### src/design/flc_consts.vh
`ifndef FLC_CONSTS_VH
`define FLC_CONSTS_VH
// Clock and flash timing.
`define FLC_CLK_HZ 10000000
`define FLC_FLASH_STEP_MS 16
`define FLC_FLASH_STEP_CYC ((`FLC_CLK_HZ / 1000) * `FLC_FLASH_STEP_MS)
// General purpose control bit positions.
`define FLC_GP_TORCH 0
`define FLC_GP_CHARGE 1
`define FLC_GP_FLASH 2
`define FLC_GP_CM_LO 3
`define FLC_GP_CM_HI 4
`define FLC_GP_GATE 5
`define FLC_GP_SENSE_EN 6
`define FLC_GP_IND_EN 7
`define FLC_GP_RESET 8'h00
// Current control bit positions and reset value.
`define FLC_CC_TORCH_MSB 2
`define FLC_CC_RESET 8'hF8
// Options bit positions and reset value.
`define FLC_OPT_SLE 7
`define FLC_OPT_RESET 8'h80
// Charge level codes.
`define FLC_CM_OPTIMAL 2'b00
// Torch cap level while charging (60 mA) and flash scale (70 percent).
`define FLC_TORCH_CAP 3'h0
`define FLC_SCALE_PCT 7'h46
`define FLC_FULL_PCT 7'h64
`endif

### src/design/flc_sync2.v
`timescale 1ns/1ps
// Two flip-flop synchroniser for a bus of asynchronous levels.
module flc_sync2 #(
    parameter W = 1
) (
    // Clock and reset
    input wire ref_clk_i,
    input wire arst_n_i,
    // Data
    input wire [W-1:0] d_i,
    output wire [W-1:0] q_o
);
    reg [W-1:0] s1_ff;
    reg [W-1:0] s2_ff;
    always @(posedge ref_clk_i or negedge arst_n_i) begin
        if (!arst_n_i) begin
            s1_ff <= {W{1'b0}};
            s2_ff <= {W{1'b0}};
        end else begin
            s1_ff <= d_i;
            s2_ff <= s1_ff;
        end
    end
    assign q_o = s2_ff;
endmodule // flc_sync2

### src/design/flc_mode_ctrl.v
`timescale 1ns/1ps
`include "flc_consts.vh"
module flc_mode_ctrl #(
    parameter FLASH_STEP_CYC = `FLC_FLASH_STEP_CYC
) (
    // Clock and reset
    input wire ref_clk_i,
    input wire arst_n_i,
    // Host register writes
    input wire gp_wr_i,
    input wire [7:0] gp_wdata_i,
    input wire cc_wr_i,
    input wire [7:0] cc_wdata_i,
    input wire opt_wr_i,
    input wire [7:0] opt_wdata_i,
    // Register readback
    output wire [7:0] gp_o,
    output wire [7:0] cc_o,
    output wire [7:0] opt_o,
    // Pins and analog comparator levels
    input wire strobe_i,
    input wire sense_above_low_i,
    input wire sense_above_high_i,
    input wire cap_above_3v0_i,
    input wire cap_at_target_i,
    input wire cap_above_95pct_i,
    input wire load_above_60ma_i,
    input wire load_over_max_i,
    // Charge-done open-drain pin
    output wire charge_done_n_o,
    output wire charge_done_n_oe_o,
    // Power stage controls, indicator output and state
    output wire pump_en_o,
    output wire pump_ilimit_o,
    output wire pump_const_freq_o,
    output wire [1:0] charge_level_o,
    output wire [2:0] overhead_sel_o,
    output wire torch_sink_en_o,
    output wire [2:0] torch_level_o,
    output wire flash_en_o,
    output wire [2:0] flash_level_o,
    output wire [6:0] flash_scale_pct_o,
    output wire indicator_output_o,
    output wire [2:0] state_o
);
    localparam ST_SHUTDOWN = 3'd0;
    localparam ST_TORCH = 3'd1;
    localparam ST_CHARGE = 3'd2;
    localparam ST_CHG_TORCH = 3'd3;
    localparam ST_FLASH = 3'd4;

    reg [7:0] gp_ff;
    reg [7:0] cc_ff;
    reg [7:0] opt_ff;
    reg [2:0] state_ff;
    reg [2:0] nxt_state;
    reg [31:0] fl_cnt_ff;
    reg by_bit_ff;
    reg by_level_ff;
    reg strobe_d_ff;
    reg done_ff;
    reg reached_ff;
    reg pump_on_ff;
    reg optimal_halt_ff;
    reg level_hold_ff;

    wire strobe_s;
    wire above_low_s;
    wire above_high_s;
    wire v3_s;
    wire tgt_s;
    wire p95_s;
    wire ld60_s;
    wire ldmax_s;

    // Every pin and comparator level is asynchronous to the clock.
    // They share one synchroniser so that all of them see the same latency.
    wire [7:0] raw_lvl;
    wire [7:0] sync_lvl;

    assign raw_lvl[7] = strobe_i;
    assign raw_lvl[6] = sense_above_low_i;
    assign raw_lvl[5] = sense_above_high_i;
    assign raw_lvl[4] = cap_above_3v0_i;
    assign raw_lvl[3] = cap_at_target_i;
    assign raw_lvl[2] = cap_above_95pct_i;
    assign raw_lvl[1] = load_above_60ma_i;
    assign raw_lvl[0] = load_over_max_i;

    flc_sync2 #(
        .W(8)
    ) u_sync (
        .ref_clk_i(ref_clk_i),
        .arst_n_i(arst_n_i),
        .d_i(raw_lvl),
        .q_o(sync_lvl)
    );

    // Only the second flip-flop of the synchroniser is read from here on.
    assign strobe_s = sync_lvl[7];
    assign above_low_s = sync_lvl[6];
    assign above_high_s = sync_lvl[5];
    assign v3_s = sync_lvl[4];
    assign tgt_s = sync_lvl[3];
    assign p95_s = sync_lvl[2];
    assign ld60_s = sync_lvl[1];
    assign ldmax_s = sync_lvl[0];

    // Flash duration limit in cycles from the four-bit field.
    function [31:0] flash_limit;
        input [3:0] fd;
        begin
            flash_limit = ({28'h000_0000, fd} + 32'h0000_0001) * FLASH_STEP_CYC;
        end
    endfunction

    wire sense_en = gp_ff[`FLC_GP_SENSE_EN];
    wire sense_high = sense_en & above_high_s & above_low_s;
    wire sense_mid = sense_en & above_low_s & ~above_high_s;
    wire optimal = ({gp_ff[`FLC_GP_CM_HI], gp_ff[`FLC_GP_CM_LO]} == `FLC_CM_OPTIMAL);
    wire strobe_rise = strobe_s & ~strobe_d_ff;
    wire level_mode = opt_ff[`FLC_OPT_SLE];
    wire flash_allowed = (done_ff | gp_ff[`FLC_GP_GATE]) & ~sense_high;
    // A level strobe that outlives the timeout must not start a second flash.
    wire strobe_req = level_mode ? (strobe_s & ~level_hold_ff) : strobe_rise;
    wire bit_req = gp_ff[`FLC_GP_FLASH];
    wire timeout = (fl_cnt_ff + 32'h0000_0001) >= flash_limit(opt_ff[3:0]);
    wire flash_end = (state_ff == ST_FLASH) &&
                     (timeout || (by_level_ff && !strobe_s));
    wire charging = (state_ff == ST_CHARGE) || (state_ff == ST_CHG_TORCH);

    // Mode decode from the control bits.
    always @* begin
        nxt_state = ST_SHUTDOWN;
        case (state_ff)
            ST_FLASH: begin
                if (!flash_end) begin
                    nxt_state = ST_FLASH;
                end else if (!by_bit_ff && gp_ff[`FLC_GP_CHARGE] && !optimal) begin
                    nxt_state = gp_ff[`FLC_GP_TORCH] ? ST_CHG_TORCH : ST_CHARGE;
                end else if (!by_bit_ff && !gp_ff[`FLC_GP_CHARGE] && gp_ff[`FLC_GP_TORCH]) begin
                    nxt_state = ST_TORCH;
                end else if (by_bit_ff && gp_ff[`FLC_GP_CHARGE] && !optimal) begin
                    nxt_state = ST_CHARGE;
                end else begin
                    nxt_state = ST_SHUTDOWN;
                end
            end
            default: begin
                if ((bit_req || strobe_req) && flash_allowed) begin
                    nxt_state = ST_FLASH;
                end else if (gp_ff[`FLC_GP_CHARGE] && !optimal_halt_ff) begin
                    nxt_state = gp_ff[`FLC_GP_TORCH] ? ST_CHG_TORCH : ST_CHARGE;
                end else if (gp_ff[`FLC_GP_TORCH]) begin
                    nxt_state = ST_TORCH;
                end else begin
                    nxt_state = ST_SHUTDOWN;
                end
            end
        endcase
    end

    // State register and strobe edge history.
    always @(posedge ref_clk_i or negedge arst_n_i) begin
        if (!arst_n_i) begin
            state_ff <= ST_SHUTDOWN;
            strobe_d_ff <= 1'b0;
        end else begin
            state_ff <= nxt_state;
            strobe_d_ff <= strobe_s;
        end
    end

    // Flash length counter and a record of what started the flash.
    always @(posedge ref_clk_i or negedge arst_n_i) begin
        if (!arst_n_i) begin
            fl_cnt_ff <= 32'h0000_0000;
            by_bit_ff <= 1'b0;
            by_level_ff <= 1'b0;
        end else if (state_ff != ST_FLASH && nxt_state == ST_FLASH) begin
            fl_cnt_ff <= 32'h0000_0000;
            by_bit_ff <= bit_req;
            by_level_ff <= ~bit_req & level_mode;
        end else if (state_ff == ST_FLASH) begin
            fl_cnt_ff <= fl_cnt_ff + 32'h0000_0001;
        end
    end

    // Charging stays halted after an optimal-mode flash until the host writes the general purpose register again.
    always @(posedge ref_clk_i or negedge arst_n_i) begin
        if (!arst_n_i) begin
            optimal_halt_ff <= 1'b0;
        end else if (flash_end && optimal) begin
            optimal_halt_ff <= 1'b1;
        end else if (gp_wr_i) begin
            optimal_halt_ff <= 1'b0;
        end
    end

    // Remembers a flash that ended while the strobe was still high.
    always @(posedge ref_clk_i or negedge arst_n_i) begin
        if (!arst_n_i) begin
            level_hold_ff <= 1'b0;
        end else if (!strobe_s) begin
            level_hold_ff <= 1'b0;
        end else if (flash_end) begin
            level_hold_ff <= 1'b1;
        end
    end

    // Host writes; hardware clears take priority over a same-cycle write.
    always @(posedge ref_clk_i or negedge arst_n_i) begin
        if (!arst_n_i) begin
            gp_ff <= `FLC_GP_RESET;
            cc_ff <= `FLC_CC_RESET;
            opt_ff <= `FLC_OPT_RESET;
        end else begin
            if (gp_wr_i) begin
                gp_ff <= gp_wdata_i;
            end
            if (flash_end && by_bit_ff) begin
                gp_ff[`FLC_GP_FLASH] <= 1'b0;
                gp_ff[`FLC_GP_TORCH] <= 1'b0;
            end
            if (cc_wr_i) begin
                cc_ff <= cc_wdata_i;
            end
            if (state_ff == ST_CHG_TORCH && reached_ff && !tgt_s) begin
                cc_ff[`FLC_CC_TORCH_MSB] <= 1'b0;
            end
            if (opt_wr_i) begin
                opt_ff <= opt_wdata_i;
            end
        end
    end

    // Target-reached memory and the charge-done flag.
    // The flag survives a flash so that a sag below 95 percent still releases it.
    always @(posedge ref_clk_i or negedge arst_n_i) begin
        if (!arst_n_i) begin
            done_ff <= 1'b0;
            reached_ff <= 1'b0;
        end else begin
            if (charging && tgt_s) begin
                reached_ff <= 1'b1;
            end else if (!charging && state_ff != ST_FLASH) begin
                reached_ff <= 1'b0;
            end
            if (state_ff == ST_SHUTDOWN || state_ff == ST_TORCH) begin
                done_ff <= 1'b0;
            end else if (!p95_s) begin
                done_ff <= 1'b0;
            end else if (charging && tgt_s) begin
                done_ff <= 1'b1;
            end
        end
    end

    // Pulsed regulation: the pump stops at the target and starts again once
    // the capacitor sags below the turn-on threshold.
    always @(posedge ref_clk_i or negedge arst_n_i) begin
        if (!arst_n_i) begin
            pump_on_ff <= 1'b0;
        end else if (tgt_s) begin
            pump_on_ff <= 1'b0;
        end else if (!p95_s || !v3_s) begin
            pump_on_ff <= 1'b1;
        end
    end

    wire pulsed = (state_ff == ST_TORCH) || (charging && optimal);
    wire fixed_hold = charging && !optimal && reached_ff && tgt_s;
    wire fixed_cf = fixed_hold && ld60_s && !ldmax_s;
    wire fixed_burst = fixed_hold && !ld60_s;

    // Pump operating mode: pulsed, constant frequency, burst or current limit.
    // A load above the maximum drops out of constant frequency into current limit.
    reg pump_en_c;
    reg pump_ilimit_c;
    always @* begin
        pump_en_c = 1'b0;
        pump_ilimit_c = 1'b0;
        if (pulsed) begin
            pump_en_c = pump_on_ff;
            pump_ilimit_c = 1'b1;
        end else if (fixed_burst) begin
            pump_en_c = pump_on_ff;
        end else if (fixed_cf) begin
            pump_en_c = 1'b1;
        end else if (charging) begin
            pump_en_c = 1'b1;
            pump_ilimit_c = 1'b1;
        end
    end
    assign pump_en_o = pump_en_c;
    assign pump_ilimit_o = pump_ilimit_c;
    assign pump_const_freq_o = fixed_cf;
    assign charge_level_o = {gp_ff[`FLC_GP_CM_HI], gp_ff[`FLC_GP_CM_LO]};
    assign overhead_sel_o = opt_ff[6:4];

    assign torch_sink_en_o = v3_s & ((state_ff == ST_TORCH) || (state_ff == ST_CHG_TORCH) ||
                             (state_ff == ST_CHARGE && optimal));
    assign torch_level_o = (state_ff == ST_CHG_TORCH && !reached_ff) ?
                           `FLC_TORCH_CAP : cc_ff[2:0];

    assign flash_en_o = (state_ff == ST_FLASH);
    assign flash_level_o = cc_ff[7:5];
    assign flash_scale_pct_o = sense_mid ? `FLC_SCALE_PCT : `FLC_FULL_PCT;

    assign indicator_output_o = gp_ff[`FLC_GP_IND_EN];
    assign charge_done_n_o = 1'b0;
    assign charge_done_n_oe_o = done_ff;
    assign gp_o = gp_ff;
    assign cc_o = cc_ff;
    assign opt_o = opt_ff;
    assign state_o = state_ff;
endmodule // flc_mode_ctrl

### config.mk
export PLATFORM = sky130hd
export DESIGN_NAME = flc_mode_ctrl
export DESIGN_NICKNAME = d
export VERILOG_FILES = /design/src/design/flc_sync2.v /design/src/design/flc_mode_ctrl.v
export VERILOG_INCLUDE_DIRS = /design/src /design/src/design
export SDC_FILE = /design/constraint.sdc
export NUM_CORES = 1
export LEC_CHECK = 0
export BUFFER_PORTS_ARGS = -buffer_cell sky130_fd_sc_hd__buf_2
export CORE_UTILIZATION = 51
export CTS_CLUSTER_DIAMETER = 120
export CTS_CLUSTER_SIZE = 25
export DETAILED_ROUTE_END_ITERATION = 8
export HOLD_SLACK_MARGIN = 0.12
export PLACE_DENSITY = 0.77
export SLEW_MARGIN = 20
export SYNTH_ARGS = -nofsm -noshare
export SYNTH_HDL_FRONTEND = slang
export SYNTH_SLANG_ARGS = --single-unit
### constraint.sdc
create_clock -name ref_clk_i -period 4.17 [get_ports ref_clk_i]
set_clock_uncertainty 0.05 [all_clocks]
set_input_delay 0.834 -clock ref_clk_i [delete_from_list [all_inputs] [get_ports ref_clk_i]]
set_output_delay 0.834 -clock ref_clk_i [all_outputs]
set_load 0.01 [all_outputs]
==> summary.txt, run 1 <==
Status
  – Status: complete, but fails checks
  – Violated checks: setup timing

Logic synthesis
  – Netlist cell types: 52
  – Mapped Cells: 528
  – Synth top area share: 38.1%
  – Cell Area, Synth: 5060 sq um
  – Top-count cell post-synth: dfrtp_1
  – Synth area leader: dfrtp_1
  – Post-synth EDFFs: 0
  – Register area share after synthesis: 41.2%
  – Synth area leaders: dfrtp_1 (38%), ha_1 (10%), o21ai_0 (6.0%), mux2_2 (4.7%), dfstp_2 (3.1%)
  – Syn avg cell area: 9.58 sq um
  – Register bit count reported by yosys: 83
  – List of most frequent post-synthesis cells: dfrtp_1 (77), o21ai_0 (61), ha_1 (41)
  – Main synth FF type: dfrtp_1
  – Post-synth ARST share: 100%
  – Synth warn: 0

Global route
  – Total GRT Usage: 24.0%
  – Grt ovf: 0
  – Initial antenna violation count: 0
  – Pin count of the biggest net entering global routing: 52
  – Vias in the first global route: 4162
  – First-pass GRT wire length: 19.4 mm

Critical path
  – Crit Reg-Reg Startpoint: opt_o[1]
  – Endpoint type of the worst setup path: register
  – CP Cell Sequence: nand3_2 -> xnor2_2 -> buf_4 -> ha_1 -> ha_1 -> ha_1 -> ha_1 -> nor2b_1 -> o21ai_2 -> a21oi_2 -> o21a_1 -> nor2_2 -> xor2_1 -> ha_1 -> a221oi_2 -> o21ai_1 -> nor2_1 -> nand3_1 -> o211ai_1 -> nand4_1 -> a32o_1
  – CP Max Fanout: 4
  – Crit. Startpoint: opt_o[1]
  – Worst Path Required: 4.37 ns
  – WS Path Type: register to register
  – Slowest stage cell, crit path: dfrtp_2
  – Worst setup SP type: register
  – Cell mode on critical path: ha_1
  – Crit path largest cell delay: 0.43 ns
  – CP arrival: 4.83 ns

Route
  – Initial DRC Count: 303
  – Met2 routed WL: 5.94 mm
  – DR pass1 iterations: 4
  – Wire per inst: 15.6 um
  – Final ANT Viol Nets: 0
  – Drc violations: 0
  – Vias per Instance: 5.78
  – Via count: 4347
  – Highest metal used: met4
  – WL met3: 538 um
  – Post-Route WL: 11.7 mm
  – WL met1: 5.06 mm

Timing
  – Fin. Hold Viols: 0
  – Max-slew violation count: 0
  – Setup TNS: -2.68 ns
  – Min Hold Slack: 0.309 ns
  – FMAX: 0.216 GHz
  – Final worst setup slack: -0.458 ns
  – Slew @ Worst Pin: 0.761 ns
  – Worst slew margin: 48.8%
  – Unrepaired setup endpoints after global routing: yes
  – # setup viols final: 7
  – Final Cycle Share: 111%
  – Post-route minimum period: 4.63 ns

Die
  – IO Pins: 90
  – Initial core utilization: 53.7%
  – Die area: 10300 sq um
  – Die Wd: 102 um
  – Total core area: 9420 sq um
  – Standard-cell rows: 35
  – Die extent in y: 102 um

Clock tree
  – Clk slew on worst S/H paths: 0.10 ns
  – # hold bufs at CTS: 0
  – CTS tree: built
  – CTS max path bufs: 2
  – CTS Buf Count: 9
  – CTS sink count: 83
  – H-tree Lvls: 3
  – Root Driver: clkbuf_8
  – Clock Latency Late Sink: 0.36 ns

Power
  – Total leakage power: 2.89 nW
  – Power density cells: 435 nW/um^2
  – Max VDD drop: 399 uV
  – Power, Total: 2.62 mW

Finish
  – Footprint of the multi-input gates: 2830 sq um
  – Final cell count without fillers: 752
  – Sequential cell area: 2090 sq um
  – Ant. Diodes: 0
  – Layout cells sized above 1: 30.2%
  – Fillers: 759
  – Final instance area: 6020 sq um
  – Net count, final: 700
  – Area delta synth->final: 19.0%
  – Layout Utilization: 63.9%

Place
  – Routability cong.: 0.880
  – Port bufs: 83
  – Dpl cell area: 5680 sq um
  – DP Cell Count: 732
  – Worst slack, placed: -0.508 ns
  – Detail Placement HPWL: 8.36 mm

Worst hold path
  – Hold path start: u_sync.s1_ff[6]
  – HP Class: register to register

Run
  – Max-cap violation count: 0
[cell families (layout without fill, tap and decap cells)]
group	Yosys count	in the layout	share of synthesized area, %
and+or+nand+nor	157	157	16.0
AOI/OAI and AO/OA	125	125	14.5
DFF	83	83	41.2
buffers and inverters	62	153	5.84
adders and majority gates	45	45	11.7
xor gates and xnor gates	27	27	4.67
muxes	27	27	5.86
other	2	6	0.148
[cell type report]
type                    instances  area share [%]
clock buffers                   9            2.06
clock inverters                 7            1.35
inverters                      25            1.60
multi-input cells             387            47.0
flip-flops and latches         83            34.7
well taps                     129            2.68
repair buffers                112            10.6
[path summary, 6_finish.rpt]
check,end,slack (ns),cells past startpoint
min in group asynchronous,fl_cnt_ff[6],0.43,1
worst min-delay path,u_sync.q_o[6],0.31,0
worst max register to register,state_o[1],-0.46,21
worst max-delay path,state_o[1],-0.46,21
worst min register to register,u_sync.q_o[6],0.31,0
max in group asynchronous,cc_o[4],2.73,2
[power by group]
part | switching (mW) | internal, mW | leakage, nW
combinational | 0.602 | 0.460 | 1.74
clock | 0.353 | 0.239 | 0.103
sequential | 0.0875 | 0.879 | 1.04
[flip-flops by register name, summed over array words and instances (netlist names), 3 cells and up]
name	flops
cc_o	8
u_sync.q_o	8
u_sync.s1_ff	8
opt_o	8
fl_cnt_ff	32
state_o	3
gp_o	8
[worst max-delay path, delay by kind of cell, from the launching register on]
| kind | cells | cell delay, ns |
|---|---|---|
| DFF | 1 | 0.43 |
| and+or+nand+nor | 6 | 0.81 |
| buffers and inverters | 1 | 0.16 |
| AOI/OAI and AO/OA | 7 | 1.29 |
| adders and majority gates | 5 | 1.47 |
| xor gates and xnor gates | 2 | 0.32 |
[per-layer routing]
layer,GRT usage (%),vias up
li1,-,2047
met1,31.2,2132
met2,40.9,144
met3,4.00,24
met4,7.36,0
met5,0,-
[timing repair]
action	4_1_cts	5_1_grt
resized for setup	14	5
pin swaps	6	4
setup buffers	3	1
setup endpoints to repair	7	7
[cells in the final DEF (no fill, tap or decap), types with 4 or more instances in the layout]
cell and count:
buf_2 82, dfrtp_1 74, o21ai_0 59, nand2_1 40, ha_1 35, nor2_1 33
buf_4 30, inv_1 21, nand3_1 21, mux2_2 21, a21oi_1 20, xnor2_1 15
and3_1 12, nand4_1 11, o31ai_1 11, xor2_1 10, a31oi_1 10, clkbuf_8 9
nor2b_1 6, mux2i_1 6, conb_1 6, dfstp_2 6, a21o_1 5, nor3_1 5
ha_4 5, and4_1 4, fa_1 4
Power figures use the tool's default switching activity.
==> run 2, diff against run 1 <==
REMOVE_ABC_BUFFERS = 1   (was unset)
==> summary.txt, run 2 (synthesized netlist as in run 1, its figures left out) <==
Run
  – Max-cap violation count: 0 (unchanged)

Finish
  – Layout Utilization: 64.7% (+0.73 points)
  – Biggest register: fl_cnt_ff
  – Area delta synth->final: 20.3%
  – Net count, final: 705 (+0.71%)
  – Max reg flops: 32 (unchanged)
  – Most frequent cells in the layout: buf_2 (82), dfrtp_1 (74), o21ai_0 (58)
  – Commonest non-fill, non-tap cell in the layout: buf_2
  – Fillers: 703 (-7.4%)
  – Layout cells sized above 1: 31.2% (+1.0 points)
  – Ant. Diodes: 0 (unchanged)

Place
  – Worst slack, placed: -0.748 ns (-0.240 ns)
  – Detail Placement HPWL: 8.06 mm (-3.6%)
  – Routability cong.: 0.899 (+2.2%)
  – Port bufs: 83 (unchanged)

Clock tree
  – CTS tree: built
  – # hold bufs at CTS: 0 (unchanged)
  – Root Driver: clkbuf_8
  – Clock Latency Late Sink: 0.36 ns (about the same)
  – H-tree Lvls: 3 (unchanged)
  – CTS sink count: 83 (unchanged)
  – CTS Buf Count: 9 (unchanged)
  – Clk slew on worst S/H paths: 0.11 ns (about the same)
  – CTS max path bufs: 2 (unchanged)

Route
  – Post-Route WL: 12.0 mm (+1.9%)
  – Final ANT Viol Nets: 0 (unchanged)
  – Initial DRC Count: 212 (-30%)
  – Vias per Instance: 5.68 (-1.7%)
  – Drc violations: 0 (unchanged)
  – Wire per inst: 15.8 um (+1.2%)
  – Via count: 4302 (-1.0%)
  – DR pass1 iterations: 5 (+1)

Timing
  – FMAX: 0.217 GHz (+0.32%)
  – Final Cycle Share: 111% (-0.35 points)
  – Fin. Hold Viols: 0 (unchanged)
  – Worst slew margin: 51.4% (+2.5 points)
  – Slew @ Worst Pin: 0.730 ns (-0.0312 ns)
  – Setup TNS: -2.77 ns (-0.0837 ns)
  – Post-route minimum period: 4.61 ns (-0.0146 ns)
  – Unrepaired setup endpoints after global routing: yes
  – Max-slew violation count: 0 (unchanged)
  – Final worst setup slack: -0.443 ns (+0.0146 ns)
  – # setup viols final: 7 (unchanged)

Status
  – Violated checks: setup timing
  – Status: complete, but fails checks

Critical path
  – Endpoint type of the worst setup path: register
  – CP top delay family: adder cells
  – Slowest stage cell, crit path: dfrtp_2
  – Crit path largest cell delay: 0.44 ns (about the same)
  – Worst Path Required: 4.38 ns (about the same)
  – Cell mode on critical path: ha_1
  – CP Max Fanout: 4 (unchanged)
  – WP buf/inv: 1 (unchanged)
  – CP arrival: 4.82 ns (about the same)
  – WS Path Type: register to register
  – CP Cell Sequence: nand3_2 -> xnor2_2 -> buf_4 -> ha_1 -> ha_1 -> ha_4 -> ha_4 -> nor2b_2 -> o21ai_2 -> a21oi_2 -> o21a_1 -> nor2_2 -> xor2_1 -> ha_1 -> a221oi_2 -> o21ai_1 -> nor2_1 -> nand3_1 -> o211ai_1 -> nand4_1 -> a32o_1
  – Worst setup SP type: register

Die
  – Standard-cell rows: 35 (unchanged)
  – IO Pins: 90 (unchanged)
  – Die area: 10300 sq um (unchanged)
  – Die Wd: 102 um (unchanged)
  – Total core area: 9420 sq um (unchanged)
  – Die extent in y: 102 um (unchanged)
  – Initial core utilization: 53.7% (unchanged)

Global route
  – Initial antenna violation count: 0 (unchanged)
  – Vias in the first global route: 4082 (-1.9%)
  – First-pass GRT wire length: 18.9 mm (-2.9%)
  – Met3 GRT Util: 3.86% (-0.14 points)
  – Pin count of the biggest net entering global routing: 84 (+62%)
  – Grt ovf: 0 (unchanged)
  – GRT met1 Usage: 29.8% (-1.4 points)
  – Met2 Track Usage GR: 39.9% (-0.94 points)
  – Global route hottest layer: met2
  – Total GRT Usage: 23.3% (-0.68 points)

Power
  – Max VDD drop: 249 uV (-38%)
  – Total leakage power: 2.90 nW (+0.54%)
  – Power, Total: 2.67 mW (+1.8%)
  – Power density cells: 438 nW/um^2 (+0.65%)

Worst hold path
  – HP Class: register to register
run 2: path summary, 6_finish.rpt:
path / to / slack, ns / from / depth (start not counted)
max: state_o[1] / -0.44 / opt_o[1] / 21
min: u_sync.q_o[0] / 0.31 / u_sync.s1_ff[0] / 0
max reg2reg: state_o[1] / -0.44 / opt_o[1] / 21
min reg2reg: u_sync.q_o[0] / 0.31 / u_sync.s1_ff[0] / 0
max in group asynchronous: opt_o[0] / 3.10 / arst_n_i / 1
min in group asynchronous: pump_on_ff / 0.44 / arst_n_i / 1
run 2: metal layers:
metal / vias up / wire (um)
met2: 139 / 5930
met1: 2087 / 5230
met4: 0 / 297
met5: - / 0
li1: 2045 / -
met3: 31 / 503
run 2: final cells by class:
type / count / area (sq um) / area share, %
clock buffers: 9 / 124 / 2.03
clock inverters: 7 / 68.8 / 1.13
inverters: 25 / 93.8 / 1.54
multi-input cells: 387 / 2870 / 47.2
flip-flops and latches: 83 / 2090 / 34.3
well taps: 129 / 161 / 2.65
repair buffers: 117 / 677 / 11.1
run 2: power breakdown:
part / switching [mW] / total (mW) / internal [mW]
Clock: 0.337 / 0.568 / 0.232
Sequential: 0.0836 / 0.963 / 0.879
Combinational: 0.633 / 1.14 / 0.503
Total: 1.05 / 2.67 / 1.61
run 2: repair_timing:
item / CTS / global route
buffers inserted: 5 / 2
setup endpoints to repair: 7 / 7
pin swaps: 14 / 15
gates resized for setup: 29 / 7
run 2: through the flow:
stage / std cells / hold slack (ns) / instance area, sq um
after floorplan: 495 / 0.281 / 4870
after global placement: 734 / 0.285 / 5650
after detailed placement: 734 / 0.286 / 5650
after CTS: 755 / 0.308 / 6040
after global routing: 757 / 0.314 / 6090
final: 757 / 0.306 / 6090
